--- src/pll_cfg_pkg.sv ---
// Register map, field layout and reset values of the synthesiser settings
// Overview of operation
// - Reference divides by code; codes 0,1,2 divide one
// - Prescale code: low byte plus next nibble
// - Feedback divides by code; codes 0,1 divide one
// - Prescale resets to 120, upper nibble zero
// - Divider enable routes through divider; reset bypasses
// - Synth enable turns loop on; resets off
// - Pump current code four bits, resets 0010
// - Bias bit picks supply or bandgap source
// - Resistor code five bits, resets 01111
// - Series capacitor code five bits, resets 00111
// - Shunt capacitor code five bits, resets 00111
// - Bit 7 of four registers reads zero
// - Output live only with output, bias, synth enables
// - Source bit selects synthesiser timing; resets external
package pll_cfg_pkg;

   // -------------------------------------------------------------
   // Register map
   // -------------------------------------------------------------
   localparam int NREG = 11;
   localparam int IDX_SRC = 0;
   localparam int IDX_RDIV_LO = 1;
   localparam int IDX_RDIV_HI = 2;
   localparam int IDX_PRE_LO = 3;
   localparam int IDX_PRE_HI = 4;
   localparam int IDX_PUMP = 5;
   localparam int IDX_EN1 = 6;
   localparam int IDX_RES = 7;
   localparam int IDX_CAP_SER = 8;
   localparam int IDX_CAP_SHU = 9;
   localparam int IDX_EN2 = 10;

   localparam logic [7:0] REG_OFFSET [NREG] = '{
      8'h53, 8'h54, 8'h55, 8'h56, 8'h57, 8'h58,
      8'h59, 8'h5a, 8'h5b, 8'h5c, 8'h5f};

   // -------------------------------------------------------------
   // Power-on values, reserved bits included
   // -------------------------------------------------------------
   localparam logic [7:0] REG_RESET [NREG] = '{
      8'h45, 8'h00, 8'h48, 8'h78, 8'h40, 8'h12,
      8'h41, 8'h2f, 8'h27, 8'h27, 8'hf1};

   // Implemented bits; bit 7 absent where unimplemented
   localparam logic [7:0] REG_MASK [NREG] = '{
      8'hff, 8'hff, 8'hff, 8'hff, 8'hff, 8'hff,
      8'h7f, 8'h7f, 8'h7f, 8'h7f, 8'hff};

   // -------------------------------------------------------------
   // Field positions
   // -------------------------------------------------------------
   localparam int SRC_SEL_BIT = 4;
   localparam int RDIV_HI_LSB = 0;
   localparam int PRE_HI_LSB = 0;
   localparam int PUMP_BIAS_BIT = 4;
   localparam int PUMP_CODE_LSB = 0;
   localparam int EN1_REFDIV_BIT = 4;
   localparam int EN1_SYNTH_BIT = 1;
   localparam int LOOP_CODE_LSB = 0;
   localparam int EN2_OUT_BIT = 3;
   localparam int EN2_BIAS_BIT = 2;

   localparam int RDIV_W = 10;
   localparam int PRE_W = 12;
   localparam int PUMP_W = 4;
   localparam int LOOP_W = 5;

endpackage

--- src/clk_ratio_divider.sv ---
// Tick divider: one output pulse per ratio input ticks
`timescale 1ns/1ps
module clk_ratio_divider #(
   parameter int WIDTH = 10
) (
   input wire logic ref_clk_in,
   input wire logic rst_in,
   input wire logic run_in,
   input wire logic tick_in,
   input wire logic [WIDTH-1:0] ratio_in,
   output logic pulse_out
);

   initial begin
      if (WIDTH < 2 || WIDTH > 16) begin
         $error("clk_ratio_divider: WIDTH out of range");
      end
   end

   logic [WIDTH-1:0] count;
   wire logic [WIDTH-1:0] last_count;
   wire logic wrap;

   // Codes 0 and 1 both divide by one
   assign last_count = (ratio_in <= WIDTH'(1)) ? '0 : ratio_in - WIDTH'(1);
   // Ratio changes mid-count take effect once the counter passes it
   assign wrap = count >= last_count;

   always_ff @(posedge ref_clk_in or posedge rst_in) begin
      if (rst_in) begin
         count <= '0;
         pulse_out <= 1'b0;
      end else if (!run_in) begin
         count <= '0;
         pulse_out <= 1'b0;
      end else begin
         pulse_out <= tick_in && wrap;
         if (tick_in) begin
            count <= wrap ? '0 : count + WIDTH'(1);
         end
      end
   end

endmodule

--- src/pll_divider_loop_config.sv ---
// Synthesiser configuration registers and divider-ratio decoding
`timescale 1ns/1ps
module pll_divider_loop_config (
   input wire logic ref_clk_in,
   input wire logic rst_in,
   input wire logic [7:0] reg_addr_in,
   input wire logic reg_wr_in,
   input wire logic reg_rd_in,
   input wire logic [7:0] reg_wdata_in,
   output logic [7:0] reg_rdata_out,
   output logic reg_hit_out,
   input wire logic ext_clk_in,
   input wire logic osc_clk_in,
   output logic [9:0] ref_divide_ratio_out,
   output logic [11:0] prescale_ratio_out,
   output logic ref_divider_on_out,
   output logic synth_on_out,
   output logic synth_out_active_out,
   output logic timing_internal_out,
   output logic bias_self_out,
   output logic [3:0] pump_current_code_out,
   output logic [4:0] loop_resistor_code_out,
   output logic [4:0] series_cap_code_out,
   output logic [4:0] shunt_cap_code_out,
   output logic ref_tick_out,
   output logic feedback_tick_out
);

   localparam int N = pll_cfg_pkg::NREG;

   // -------------------------------------------------------------
   // Elaboration checks
   // -------------------------------------------------------------
   // Port widths are fixed; refuse a package whose fields outgrow them
   initial begin
      if (pll_cfg_pkg::RDIV_W != $bits(ref_divide_ratio_out) ||
            pll_cfg_pkg::PRE_W != $bits(prescale_ratio_out)) begin
         $error("pll_divider_loop_config: ratio width mismatch");
      end
      if (pll_cfg_pkg::PUMP_W != $bits(pump_current_code_out) ||
            pll_cfg_pkg::LOOP_W != $bits(loop_resistor_code_out)) begin
         $error("pll_divider_loop_config: code width mismatch");
      end
      for (int i = 0; i < N; i++) begin
         if ((pll_cfg_pkg::REG_RESET[i] & ~pll_cfg_pkg::REG_MASK[i]) !=
               8'h00) begin
            $error("pll_divider_loop_config: reset sets absent bit");
         end
      end
   end

   // -------------------------------------------------------------
   // Register storage and decode
   // -------------------------------------------------------------
   wire logic [7:0] regs [N];
   wire logic [N-1:0] hit;
   wire logic [N-1:0] wr_hit;
   wire logic [7:0] rd_term [N];
   wire logic [7:0] rd_mux;

   genvar gi;
   generate
      for (gi = 0; gi < N; gi++) begin : g_reg
         logic [7:0] q;
         assign hit[gi] = reg_addr_in == pll_cfg_pkg::REG_OFFSET[gi];
         assign wr_hit[gi] = reg_wr_in && hit[gi];
         assign regs[gi] = q;
         assign rd_term[gi] = hit[gi] ? q : 8'h00;
         always_ff @(posedge ref_clk_in or posedge rst_in) begin
            if (rst_in) begin
               q <= pll_cfg_pkg::REG_RESET[gi];
            end else if (wr_hit[gi]) begin
               // Unimplemented bits never store, so read as zero
               q <= reg_wdata_in & pll_cfg_pkg::REG_MASK[gi];
            end
         end
      end
   endgenerate

   // Reserved bits are stored as written; software keeps them
   // at power-on values by read-modify-write
   function automatic logic [7:0] or_all(input logic [7:0] t [N]);
      logic [7:0] acc;
      acc = 8'h00;
      for (int i = 0; i < N; i++) begin
         acc = acc | t[i];
      end
      return acc;
   endfunction

   assign rd_mux = or_all(rd_term);

   // Registered read data; unmapped addresses answer zero
   always_ff @(posedge ref_clk_in or posedge rst_in) begin
      if (rst_in) begin
         reg_rdata_out <= 8'h00;
         reg_hit_out <= 1'b0;
      end else if (reg_rd_in) begin
         reg_rdata_out <= rd_mux;
         reg_hit_out <= |hit;
      end
   end

   // -------------------------------------------------------------
   // Field extraction
   // -------------------------------------------------------------
   wire logic [7:0] src_r = regs[pll_cfg_pkg::IDX_SRC];
   wire logic [7:0] pump_r = regs[pll_cfg_pkg::IDX_PUMP];
   wire logic [7:0] en1_r = regs[pll_cfg_pkg::IDX_EN1];
   wire logic [7:0] en2_r = regs[pll_cfg_pkg::IDX_EN2];
   wire logic [9:0] ref_ratio;
   wire logic [11:0] pre_ratio;

   assign ref_ratio = {regs[pll_cfg_pkg::IDX_RDIV_HI]
                       [pll_cfg_pkg::RDIV_HI_LSB +: 2],
                       regs[pll_cfg_pkg::IDX_RDIV_LO]};
   assign pre_ratio = {regs[pll_cfg_pkg::IDX_PRE_HI]
                       [pll_cfg_pkg::PRE_HI_LSB +: 4],
                       regs[pll_cfg_pkg::IDX_PRE_LO]};

   assign ref_divide_ratio_out = ref_ratio;
   assign prescale_ratio_out = pre_ratio;
   assign ref_divider_on_out = en1_r[pll_cfg_pkg::EN1_REFDIV_BIT];
   assign synth_on_out = en1_r[pll_cfg_pkg::EN1_SYNTH_BIT];
   assign timing_internal_out = src_r[pll_cfg_pkg::SRC_SEL_BIT];
   assign bias_self_out = pump_r[pll_cfg_pkg::PUMP_BIAS_BIT];
   assign pump_current_code_out =
      pump_r[pll_cfg_pkg::PUMP_CODE_LSB +: pll_cfg_pkg::PUMP_W];
   assign loop_resistor_code_out = regs[pll_cfg_pkg::IDX_RES]
      [pll_cfg_pkg::LOOP_CODE_LSB +: pll_cfg_pkg::LOOP_W];
   assign series_cap_code_out = regs[pll_cfg_pkg::IDX_CAP_SER]
      [pll_cfg_pkg::LOOP_CODE_LSB +: pll_cfg_pkg::LOOP_W];
   assign shunt_cap_code_out = regs[pll_cfg_pkg::IDX_CAP_SHU]
      [pll_cfg_pkg::LOOP_CODE_LSB +: pll_cfg_pkg::LOOP_W];

   // -------------------------------------------------------------
   // Output gating
   // -------------------------------------------------------------
   // All three enables must agree; any one alone keeps output dark
   wire logic out_enable;
   wire logic bias_enable;

   assign out_enable = en2_r[pll_cfg_pkg::EN2_OUT_BIT];
   assign bias_enable = en2_r[pll_cfg_pkg::EN2_BIAS_BIT];
   assign synth_out_active_out =
      out_enable && bias_enable && synth_on_out;

   // -------------------------------------------------------------
   // Clock pin sampling
   // -------------------------------------------------------------
   // Both clocks are far slower than ref_clk_in in this model;
   // an edge lost to sampling just lengthens one period
   logic [2:0] ext_s;
   logic [2:0] osc_s;
   wire logic ext_rise;
   wire logic osc_rise;

   always_ff @(posedge ref_clk_in or posedge rst_in) begin
      if (rst_in) begin
         ext_s <= 3'h0;
         osc_s <= 3'h0;
      end else begin
         ext_s <= {ext_s[1:0], ext_clk_in};
         osc_s <= {osc_s[1:0], osc_clk_in};
      end
   end

   assign ext_rise = ext_s[1] && !ext_s[2];
   assign osc_rise = osc_s[1] && !osc_s[2];

   // -------------------------------------------------------------
   // Reference and feedback dividers
   // -------------------------------------------------------------
   wire logic ref_div_pulse;
   wire logic fb_div_pulse;
   logic ref_bypass_pulse;

   // Code two is refused by software; should it arrive anyway it
   // divides by one, never by two
   wire logic ref_code_two;
   wire logic [9:0] ref_ratio_eff;

   assign ref_code_two = ref_ratio == 10'h002;
   assign ref_ratio_eff = ref_code_two ? 10'h001 : ref_ratio;

   // Reference divider counts only while the loop and divider are on
   clk_ratio_divider #(
      .WIDTH(pll_cfg_pkg::RDIV_W)
   ) u_ref_div (
      .ref_clk_in(ref_clk_in),
      .rst_in(rst_in),
      .run_in(synth_on_out && ref_divider_on_out),
      .tick_in(ext_rise),
      .ratio_in(ref_ratio_eff),
      .pulse_out(ref_div_pulse)
   );

   clk_ratio_divider #(
      .WIDTH(pll_cfg_pkg::PRE_W)
   ) u_fb_div (
      .ref_clk_in(ref_clk_in),
      .rst_in(rst_in),
      .run_in(synth_on_out),
      .tick_in(osc_rise),
      .ratio_in(pre_ratio),
      .pulse_out(fb_div_pulse)
   );

   // Bypass path is delayed one cycle to match the divider latency
   always_ff @(posedge ref_clk_in or posedge rst_in) begin
      if (rst_in) begin
         ref_bypass_pulse <= 1'b0;
      end else begin
         ref_bypass_pulse <= synth_on_out && ext_rise;
      end
   end

   assign ref_tick_out = ref_divider_on_out ?
      ref_div_pulse : ref_bypass_pulse;
   assign feedback_tick_out = fb_div_pulse;

endmodule

--- config.mk ---
export PLATFORM = sky130hd
export DESIGN_NAME = pll_divider_loop_config
export DESIGN_NICKNAME = d
export VERILOG_FILES = /design/src/pll_cfg_pkg.sv /design/src/clk_ratio_divider.sv /design/src/pll_divider_loop_config.sv
export SDC_FILE = /design/constraint.sdc
export NUM_CORES = 1
export LEC_CHECK = 0
export BUFFER_PORTS_ARGS = -buffer_cell sky130_fd_sc_hd__buf_2
export CAP_MARGIN = 20
export CORE_ASPECT_RATIO = 0.9
export CORE_MARGIN = 3
export CORE_UTILIZATION = 33
export DETAILED_ROUTE_END_ITERATION = 16
export PLACE_DENSITY = 0.52
export SLEW_MARGIN = 20
export SYNTH_ARGS = -nofsm -noshare
export SYNTH_HDL_FRONTEND = slang
export SYNTH_SLANG_ARGS = --single-unit
--- constraint.sdc ---
create_clock -name ref_clk_in -period 4.7 [get_ports ref_clk_in]
set_input_delay 0.47 -clock ref_clk_in [delete_from_list [all_inputs] [get_ports ref_clk_in]]
set_output_delay 0.47 -clock ref_clk_in [all_outputs]
set_load 0.01 [all_outputs]
==> impl_metrics.yaml, run 1 <==
run_status:
  status: "completed"
timing:
  max_freq_mhz: 242.6
  final.setup.tns_ns: 0
  rsz0062_at_grt: "false"
  setup_viol: 0
  fin_crit_sh_pct: 87.70
  period_needed_ns: 4.122
  maxSlewViolCount: 0
  final-hold-violation-count: 0
  max_slew_margin_pct: 48.10
  worst_clock_skew_ns: 0.007932
  max_slew.worst_pin.slew_ns: 0.7743
critical_path:
  arrival_ns: 4.46
  crit_path_start_kind: "flop"
  cp_cell_sequence: "or4_4 -> or3_4 -> nor3_4 -> o21ai_2 -> nor2b_1 -> mux2i_1 -> ha_1 -> a2111oi_0 -> inv_1 -> a21boi_2 -> nand2_1 -> or2_2 -> a31oi_1"
  critPathMaxStageDelay_ns: 0.58
  critical_path_class: "reg -> reg"
  worstSetupEndpointType: "flop"
  cp_slowest_cell: "or4_4"
  cp_data_required_time_ns: 5.04
  cp_num_buf_inv: 1
  critPathMaxFanout: 10
  critical-path-top-delay-family: "simple AND/OR/NAND/NOR gates"
floorplanning:
  io_pins: 79
  dieArea_sq_um: 22770
  initial_utilization_pct: 34.14
  die_h_microns: 143.5
  die-width_microns: 158.7
  rows: 49
  core_area_sq_um: 20290
placed_design:
  io_buffer_count: 78
  place_congestion: 0.8068
  hpwlAfterDp_mm: 13.61
  dpl-instance-area_sq_um: 7407
detailed_routing:
  drtAntennaViolNets: 0
  vias_per_cell: 5.309
  dr_total_vias: 5229
  wl_per_cell_microns: 19.30
  finalWirelength_mm: 19.01
  dr.pass1.iters: 5
  drtIter0Drc: 457
  post-route-drc-count: 0
clocking:
  cts.reportedPaths.clkPinSlew_ns: 0.06
  clk_latency_ns: 0.42
  cts_tree: "done"
  cts.sinks: 124
  cts_root_buf: "clkbuf_16"
  cts-hold-fix-buffers: 0
  cts_buffers: 17
  post_cts_buffers: 0
  htree_levels: 4
  cts_buffer_depth: 2
  cts_resized: 0
power:
  leakagePower_nw: 3.774
  total_power_mw: 2.816
  cell_internal_pwr_mw: 2.071
  clockPowerShare_pct: 46.9
  switching_power_mw: 0.7453
  sw_frac_of_total_pct: 26.46
  power_density_nw_per_um2: 351.9
  p_comb_share_pct: 11.8
  ir_worst_vdd_uv: 179.4
  seq_power_share_pct: 41.3
global_routing:
  grt_pass1_vias: 5261
  grt_first_pass_wirelength_mm: 29.81
  gr-total-overflow: 0
  grt_usage_pct: 16.88
  antenna_found_initial: 0
  grt_max_degree: 54
synthesis:
  async_flop_share_pct: 100.0
  synth_compound_area_share_pct: 10.85
  yosys_warnings: 0
  synthAdderAreaFrac_pct: 5.057
  synthDistinctLibCells: 64
  synth_area_leaders: "dfrtp_1 (33%), mux2_2 (14%), dfstp_2 (12%)"
  synth-seq-cells: 124
  synthCells: 645
  synth_simple_gate_area_share_pct: 13.58
  netlist_area_sq_um: 6928
  synth_top_family_by_area: "multiplexers"
  yosysTopAreaCellShare_pct: 33.23
  synth_ff_type: "dfrtp_1"
  synth_seq_area_share_pct: 45.37
  yosysTopAreaCell: "dfrtp_1"
  synth_edf_count: 0
  synth_xor_area_share_pct: 2.528
  yosysMostFrequentCell: "dfrtp_1"
  avgSynthCellArea_sq_um: 10.74
  synth_fp_nets: 695
  synth.area.mux_share_pct: 17.46
  synth_common_cells: "dfrtp_1 (92), mux2_2 (87), nand2_1 (64)"
cells_and_area:
  antenna_cells: 0
  fillers: 2011
  area_growth_pct: 15.51
  final_util_pct: 39.44
  fin_area_sq_um: 8003
  nets: 742
  drive_gt1_share_pct: 36.88
min_path:
  hold_class: "in -> async"
job:
  maxCapViolations: 0
## metal layers
| layer | GRT usage [%] | vias to the layer above | share of wire [%] |
|---|---|---|---|
| met5 | 0 | - | 0 |
| met4 | 6.909 | 0 | 2.2 |
| met3 | 3.833 | 31 | 4.4 |
| met2 | 26.65 | 168 | 47 |
| met1 | 22.65 | 2611 | 47 |
| li1 | - | 2419 | - |
## metrics by stage
stage / instances / setup slack, ns / hold WS, ns
after floorplan: 645 / 0.9837 / 0.3312
after global placement: 953 / 0.7313 / 0.3364
after detailed placement: 953 / 0.5653 / 0.3355
after CTS: 985 / 0.5675 / 0.06563
after global routing: 985 / 0.2161 / 0.08700
final: 985 / 0.5780 / 0.06405
## power groups by stage
stage	logic [mW]	registers, mW	clock network (mW)
final	0.333	1.16	1.32
after global routing	0.370	1.17	1.39
after detailed placement	0.334	1.18	0
after CTS	0.335	1.16	1.35
after global placement	0.324	1.18	0
after floorplan	0.240	1.17	0
## logic make-up after synthesis
family | after synthesis
and+or+nand+nor | 188
buffers and inverters | 68
adders and majority gates | 28
muxes | 105
xor gates and xnor gates | 20
AOI/OAI and AO/OA | 112
DFF | 124
## final timing paths
path	from	to	slack, ns	cells past startpoint
max	g_reg[1].q[2]$_DFFE_PP0P_	u_ref_div.count[3]$_DFFE_PP0P_	0.58	13
min	rst_in	g_reg[1].q[1]$_DFFE_PP0P_	0.06	2
max reg2reg	g_reg[1].q[2]$_DFFE_PP0P_	u_ref_div.count[3]$_DFFE_PP0P_	0.58	13
min reg2reg	osc_s[0]$_DFF_PP0_	osc_s[1]$_DFF_PP0_	0.35	0
max in group asynchronous	rst_in	g_reg[2].q[5]$_DFFE_PP0P_	3.58	3
min in group ref_clk_in	ext_clk_in	ext_s[0]$_DFF_PP0_	0.15	1
## state kept, by name, summed over array words and instances (netlist names)
name                 count
en1_r                    7
u_ref_div.count         10
en2_r                    8
reg_rdata_out            8
u_fb_div.pulse_out       1
g.q                     69
osc_s                    3
ext_s                    3
ref_bypass_pulse         1
u_ref_div.pulse_out      1
u_fb_div.count          12
reg_hit_out              1
## layout by cell type (no fill, tap or decap), types with 4 or more instances in the layout
cell and instances:
nand2_1 64, a21o_1 5, a31oi_1 15, nand2b_1 7, o211ai_1 4, nor3_1 13, dfstp_2 32, mux2i_1 14
a22oi_1 9, and3_1 12, nor2_1 32, nor2b_1 8, mux4_2 4, or2_2 9, a21oi_1 19, buf_4 5
xor2_1 14, dfrtp_1 92, nand3_1 23, xnor2_1 6, inv_1 12, buf_2 78, mux2_2 87, clkinvlp_4 4
clkbuf_16 17, o32ai_1 4, ha_1 28, o21ai_0 25
## area by class of cell
type / instances / area (sq um) / share of cell area (%)
Sequential cell: 124 / 3143 / 39.27
Clock inverter: 12 / 138.9 / 1.735
Inverter: 13 / 51.30 / 0.6410
Clock buffer: 20 / 456.7 / 5.707
Tap cell: 280 / 350.3 / 4.378
Timing Repair Buffer: 83 / 427.9 / 5.347
Multi-Input combinational cell: 453 / 3435 / 42.92
(Power assumes the default switching activity.)
==> run 2: changes to the inputs <==
Settings changed: BUFFER_PORTS_ARGS -buffer_cell sky130_fd_sc_hd__buf_2 to -buffer_cell sky130_fd_sc_hd__buf_4.
==> run 2 against run 1 <==
Count of clock-buffer cells in the layout decreased by 1. Largest cell class unchanged. Critical endpoint unchanged. Global-route usage increased by 0.38 points. Clock skew increased by 0.0027 ns. Highest routed layer unchanged.
==> impl_metrics.yaml, run 2 (synthesis gave the netlist of run 1 again) <==
job:
  maxCapViolations: 0
power:
  total_power_mw: 2.940
  ir_worst_vdd_uv: 203.0
  leakagePower_nw: 3.816
  power_density_nw_per_um2: 357.0
timing:
  final-hold-violation-count: 0
  setup_viol: 0
  worst_clock_skew_ns: 0.01064
  maxSlewViolCount: 0
  rsz0062_at_grt: "false"
  final.setup.tns_ns: 0
  holdWs_ns: 0.1188
  layout_setup_ws_ns: 0.5531
  period_needed_ns: 4.147
  max_freq_mhz: 241.1
  max_slew_margin_pct: 46.94
  fin_crit_sh_pct: 88.23
  max_slew.worst_pin.slew_ns: 0.7915
floorplanning:
  die-width_microns: 158.7
  dieArea_sq_um: 22770
  initial_utilization_pct: 34.14
  rows: 49
  core_area_sq_um: 20290
  die_h_microns: 143.5
  io_pins: 79
critical_path:
  critical_path_class: "reg -> reg"
  worst-r2r-cell-count: 13
  crit_path_start_kind: "flop"
  cp_slowest_cell: "or4_4"
  endpoint: "u_ref_div.count[3]$_DFFE_PP0P_"
  critPathMaxStageDelay_ns: 0.58
  timing.reg2reg.setup_slack_ns: 0.55
  r2r-start: "g_reg[1].q[2]$_DFFE_PP0P_"
  arrival_ns: 4.49
  worstSetupEndpointType: "flop"
  cp_cell_sequence: "or4_4 -> or3_4 -> nor3_4 -> o21ai_2 -> nor2b_1 -> mux2i_1 -> ha_1 -> a2111oi_0 -> inv_1 -> a21boi_2 -> nand2_1 -> or2_2 -> a31oi_1"
  cp_data_required_time_ns: 5.05
  critPathMaxFanout: 10
  timing.rr.end: "u_ref_div.count[3]$_DFFE_PP0P_"
  critPathLaunch: "g_reg[1].q[2]$_DFFE_PP0P_"
detailed_routing:
  finalWirelength_mm: 19.06
  post-route-drc-count: 0
  drtAntennaViolNets: 0
  wl_per_cell_microns: 19.35
  vias_per_cell: 5.299
  dr_total_vias: 5220
  drtIter0Drc: 379
  dr.pass1.iters: 5
clocking:
  cts_buffer_depth: 2
  cts.sinks: 124
  cts_buffers: 17
  cts-hold-fix-buffers: 0
  clk_latency_ns: 0.43
  post_cts_buffers: 0
  cts_tree: "done"
  cts.reportedPaths.clkPinSlew_ns: 0.06
  htree_levels: 4
  cts_resized: 0
  cts_root_buf: "clkbuf_16"
cells_and_area:
  fin_area_sq_um: 8235
  top_register: "g.q"
  mostFrequentLayoutCell: "dfrtp_1"
  fin_cells: 985
  largest_register_ffs: 69
  nets: 742
  reg.largest.list: "g.q: 69 flops, u_fb_div.count: 12 flops, u_ref_div.count: 10 flops"
  fillers: 1972
  antenna_cells: 0
  final_cell_mix: "dfrtp_1 (92), mux2_2 (87), buf_4 (83)"
  multi_input_area_sq_um: 3435
  drive_gt1_share_pct: 36.88
  final_util_pct: 40.58
  area_growth_pct: 18.87
  ff_latch_area_sq_um: 3143
global_routing:
  grt_util_met2_pct: 27.72
  use_met3_pct: 4.035
  grt_max_degree: 46
  antenna_found_initial: 0
  grt_usage_pct: 17.26
  grt_first_pass_wirelength_mm: 30.46
  grt-busiest-layer: "met2"
  gr-total-overflow: 0
  met1_usage_pct: 23.20
  grt_pass1_vias: 5369
placed_design:
  hpwlAfterDp_mm: 13.75
  io_buffer_count: 78
  place_worst_setup_slack_ns: 0.5715
  placed_cells: 953
  place_congestion: 0.8427
  dpl-instance-area_sq_um: 7602
run_status:
  status: "completed"
min_path:
  hold_class: "in -> async"
## run 2: cell types whose count changed in the layout (fill, tap and decap cells not counted), sizes merged
cell    delta
clkinv     -2
inv        +1
clkbuf     -1
bufinv     +2
## run 2: cell type report
class	count	area share, %
clock buffer	19	5.378
clock inverter	13	2.309
inverter	13	0.6229
multi-input combinational	453	41.70
sequential	124	38.16
tap	280	4.254
timing repair buffer	83	7.566
## run 2: layer usage
metal / wire length, microns / share of wire, %
met1: 8586 / 45
met2: 8945 / 47
met3: 1143 / 6.0
met4: 388 / 2.0
met5: 0 / 0
## run 2: worst min path at each step
stage | end | slack, ns | depth (start not counted)
final | u_fb_div.count[3]$_DFFE_PP0P_ | 0.12 | 2
after global routing | ext_s[0]$_DFF_PP0_ | 0.12 | 1
after CTS | u_fb_div.count[10]$_DFFE_PP0P_ | 0.13 | 2
after detailed placement | ext_s[1]$_DFF_PP0_ | 0.34 | 0
after global placement | ext_s[1]$_DFF_PP0_ | 0.34 | 0
after floorplan | ext_s[1]$_DFF_PP0_ | 0.33 | 0
## run 2: power by group
group          switching (mW)  internal (mW)
Sequential             0.0438           1.12
Clock                   0.519          0.906
Combinational           0.195          0.154
Total                   0.758           2.18
## run 2: worst max-delay path, delay by kind of cell (launching register included)
kind	cells	cell delay [ns]
flip-flops	1	0.46
AO/OA/AOI/OAI	4	1.18
multiplexers	1	0.14
adder cells (fa/ha/maj)	1	0.27
AND/OR/NAND/NOR	6	1.91
buffers and inverters	1	0.11
==> run 3: changes to the inputs <==
Settings changed: CORE_UTILIZATION 33 to 59, PLACE_DENSITY 0.52 to 0.82.
==> run 3 against run 2 <==
Global-route usage increased by 10 points. Count of clock-buffer cells in the layout is 2 higher. Highest routed layer unchanged. Combinational power about the same. Clock skew is 0.0028 ns lower. Wire length decreased by 10%.
==> impl_metrics.yaml, run 3 (synthesis gave the netlist of run 1 again) <==
floorplanning:
  die-width_microns: 120.2
  initial_utilization_pct: 62.27
  rows: 36
  io_pins: 79
  core_area_sq_um: 11130
  dieArea_sq_um: 13080
  die_h_microns: 108.8
timing:
  max_freq_mhz: 242.7
  holdWs_ns: 0.09839
  period_needed_ns: 4.120
  maxSlewViolCount: 0
  layout_setup_ws_ns: 0.5805
  final-hold-violation-count: 0
  final.setup.tns_ns: 0
  fin_crit_sh_pct: 87.65
  max_slew_margin_pct: 25.84
  worst_clock_skew_ns: 0.007821
  rsz0062_at_grt: "false"
  setup_viol: 0
  max_slew.worst_pin.slew_ns: 1.103
detailed_routing:
  dr_total_vias: 5316
  post-route-drc-count: 0
  vias_per_cell: 6.218
  wl_per_cell_microns: 20.08
  finalWirelength_mm: 17.17
  drtAntennaViolNets: 0
  drtIter0Drc: 428
  dr.pass1.iters: 5
cells_and_area:
  area_growth_pct: 15.17
  largest_register_ffs: 69
  reg.largest.list: "g.q: 69 flops, u_fb_div.count: 12 flops, u_ref_div.count: 10 flops"
  top_register: "g.q"
  fillers: 818
  mostFrequentLayoutCell: "dfrtp_1"
  antenna_cells: 0
  final_util_pct: 71.72
  final_cell_mix: "dfrtp_1 (92), mux2_2 (87), buf_4 (80)"
  nets: 740
  drive_gt1_share_pct: 36.27
global_routing:
  grt_pass1_vias: 5394
  grt_first_pass_wirelength_mm: 27.95
  grt_usage_pct: 27.59
  antenna_found_initial: 0
  met1_usage_pct: 37.67
  grt_util_met2_pct: 40.87
  grt_max_degree: 80
  gr-total-overflow: 0
  grt-busiest-layer: "met2"
  use_met3_pct: 9.440
critical_path:
  worst-r2r-cell-count: 13
  cp_data_required_time_ns: 5.04
  r2r-start: "g_reg[1].q[2]$_DFFE_PP0P_"
  worstSetupEndpointType: "flop"
  timing.rr.end: "u_ref_div.count[3]$_DFFE_PP0P_"
  cp_slowest_cell: "or4_4"
  cp_cell_sequence: "or4_4 -> or3_4 -> nor3_4 -> o21ai_2 -> nor2b_1 -> mux2i_1 -> ha_1 -> a2111oi_0 -> inv_1 -> a21boi_2 -> nand2_1 -> or2_2 -> a31oi_1"
  critPathMaxStageDelay_ns: 0.58
  critPathMaxFanout: 10
  arrival_ns: 4.46
  critical_path_class: "reg -> reg"
  critical-path-top-delay-family: "simple AND/OR/NAND/NOR gates"
  critPathLaunch: "g_reg[1].q[2]$_DFFE_PP0P_"
  crit_path_start_kind: "flop"
  timing.reg2reg.setup_slack_ns: 0.58
  cp_num_buf_inv: 1
clocking:
  cts.sinks: 124
  cts_resized: 0
  cts.reportedPaths.clkPinSlew_ns: 0.06
  cts_tree: "done"
  post_cts_buffers: 0
  clk_latency_ns: 0.42
  htree_levels: 4
  cts_buffer_depth: 2
  cts_root_buf: "clkbuf_16"
  cts-hold-fix-buffers: 0
  cts_buffers: 17
placed_design:
  place_congestion: 0.9406
  io_buffer_count: 78
  place_worst_setup_slack_ns: 0.6283
  hpwlAfterDp_mm: 12.05
power:
  power_density_nw_per_um2: 342.2
  ir_worst_vdd_uv: 329.2
  leakagePower_nw: 3.777
job:
  maxCapViolations: 0
min_path:
  hold_class: "in -> async"
run_status:
  status: "completed"
==> run 3: cell count changes in the layout (fill, tap and decap cells not counted), sizes merged <==
cell,delta
buf,-2
bufinv,-3
clkbuf,+2
clkinv,+4
clkinvlp,-1
inv,-2
==> run 3: worst reg2reg max path, delay by kind of cell, from the launching register on <==
family	cells	cell delay (ns)
AO/OA/AOI/OAI	4	1.13
multiplexers	1	0.15
AND/OR/NAND/NOR	6	1.92
adder cells (fa/ha/maj)	1	0.27
buffers and inverters	1	0.11
flip-flops	1	0.46
==> run 3: worst max path at each step <==
stage / to / slack, ns / cells past startpoint
after global placement: u_ref_div.count[3]$_DFFE_PP0P_ / 0.79 / 13
after floorplan: en1_r[1]$_DFFE_PP0P_ / 0.98 / 1
final: u_ref_div.count[3]$_DFFE_PP0P_ / 0.58 / 13
after CTS: u_ref_div.count[3]$_DFFE_PP0P_ / 0.58 / 13
after global routing: u_ref_div.count[7]$_DFFE_PP0P_ / 0.18 / 13
after detailed placement: u_ref_div.count[7]$_DFFE_PP0P_ / 0.63 / 13
==> run 3: final cells by class <==
| type | instances | area, sq um | share of cell area, % |
|---|---|---|---|
| sequential | 124 | 3143 | 39.39 |
| tap | 152 | 190.2 | 2.384 |
| inverter | 13 | 51.30 | 0.6429 |
| clock buffer | 21 | 450.4 | 5.645 |
| clock inverter | 11 | 95.09 | 1.192 |
| timing repair buffer | 81 | 620.6 | 7.778 |
| multi-input combinational | 453 | 3428 | 42.97 |
==> run 3: layer usage <==
layer	wire, microns	part of all wire [%]
met1	7240	42
met5	0	0
met2	7902	46
met3	1627	9.5
met4	395	2.3
==> run 3: where the power goes <==
part	switching, mW	internal, mW	total (mW)
combinational	0.194	0.155	0.348
clock	0.481	0.737	1.22
sequential	0.0424	1.12	1.16
total	0.717	2.01	2.73
==> run 3: metrics by stage <==
stage / instance area, sq um / std cells / total power, mW
after floorplan: 6928 / 645 / 1.415
after global placement: 7413 / 822 / 1.510
after detailed placement: 7413 / 822 / 1.524
after CTS: 7959 / 854 / 2.741
after global routing: 7979 / 855 / 2.836
final: 7979 / 855 / 2.730
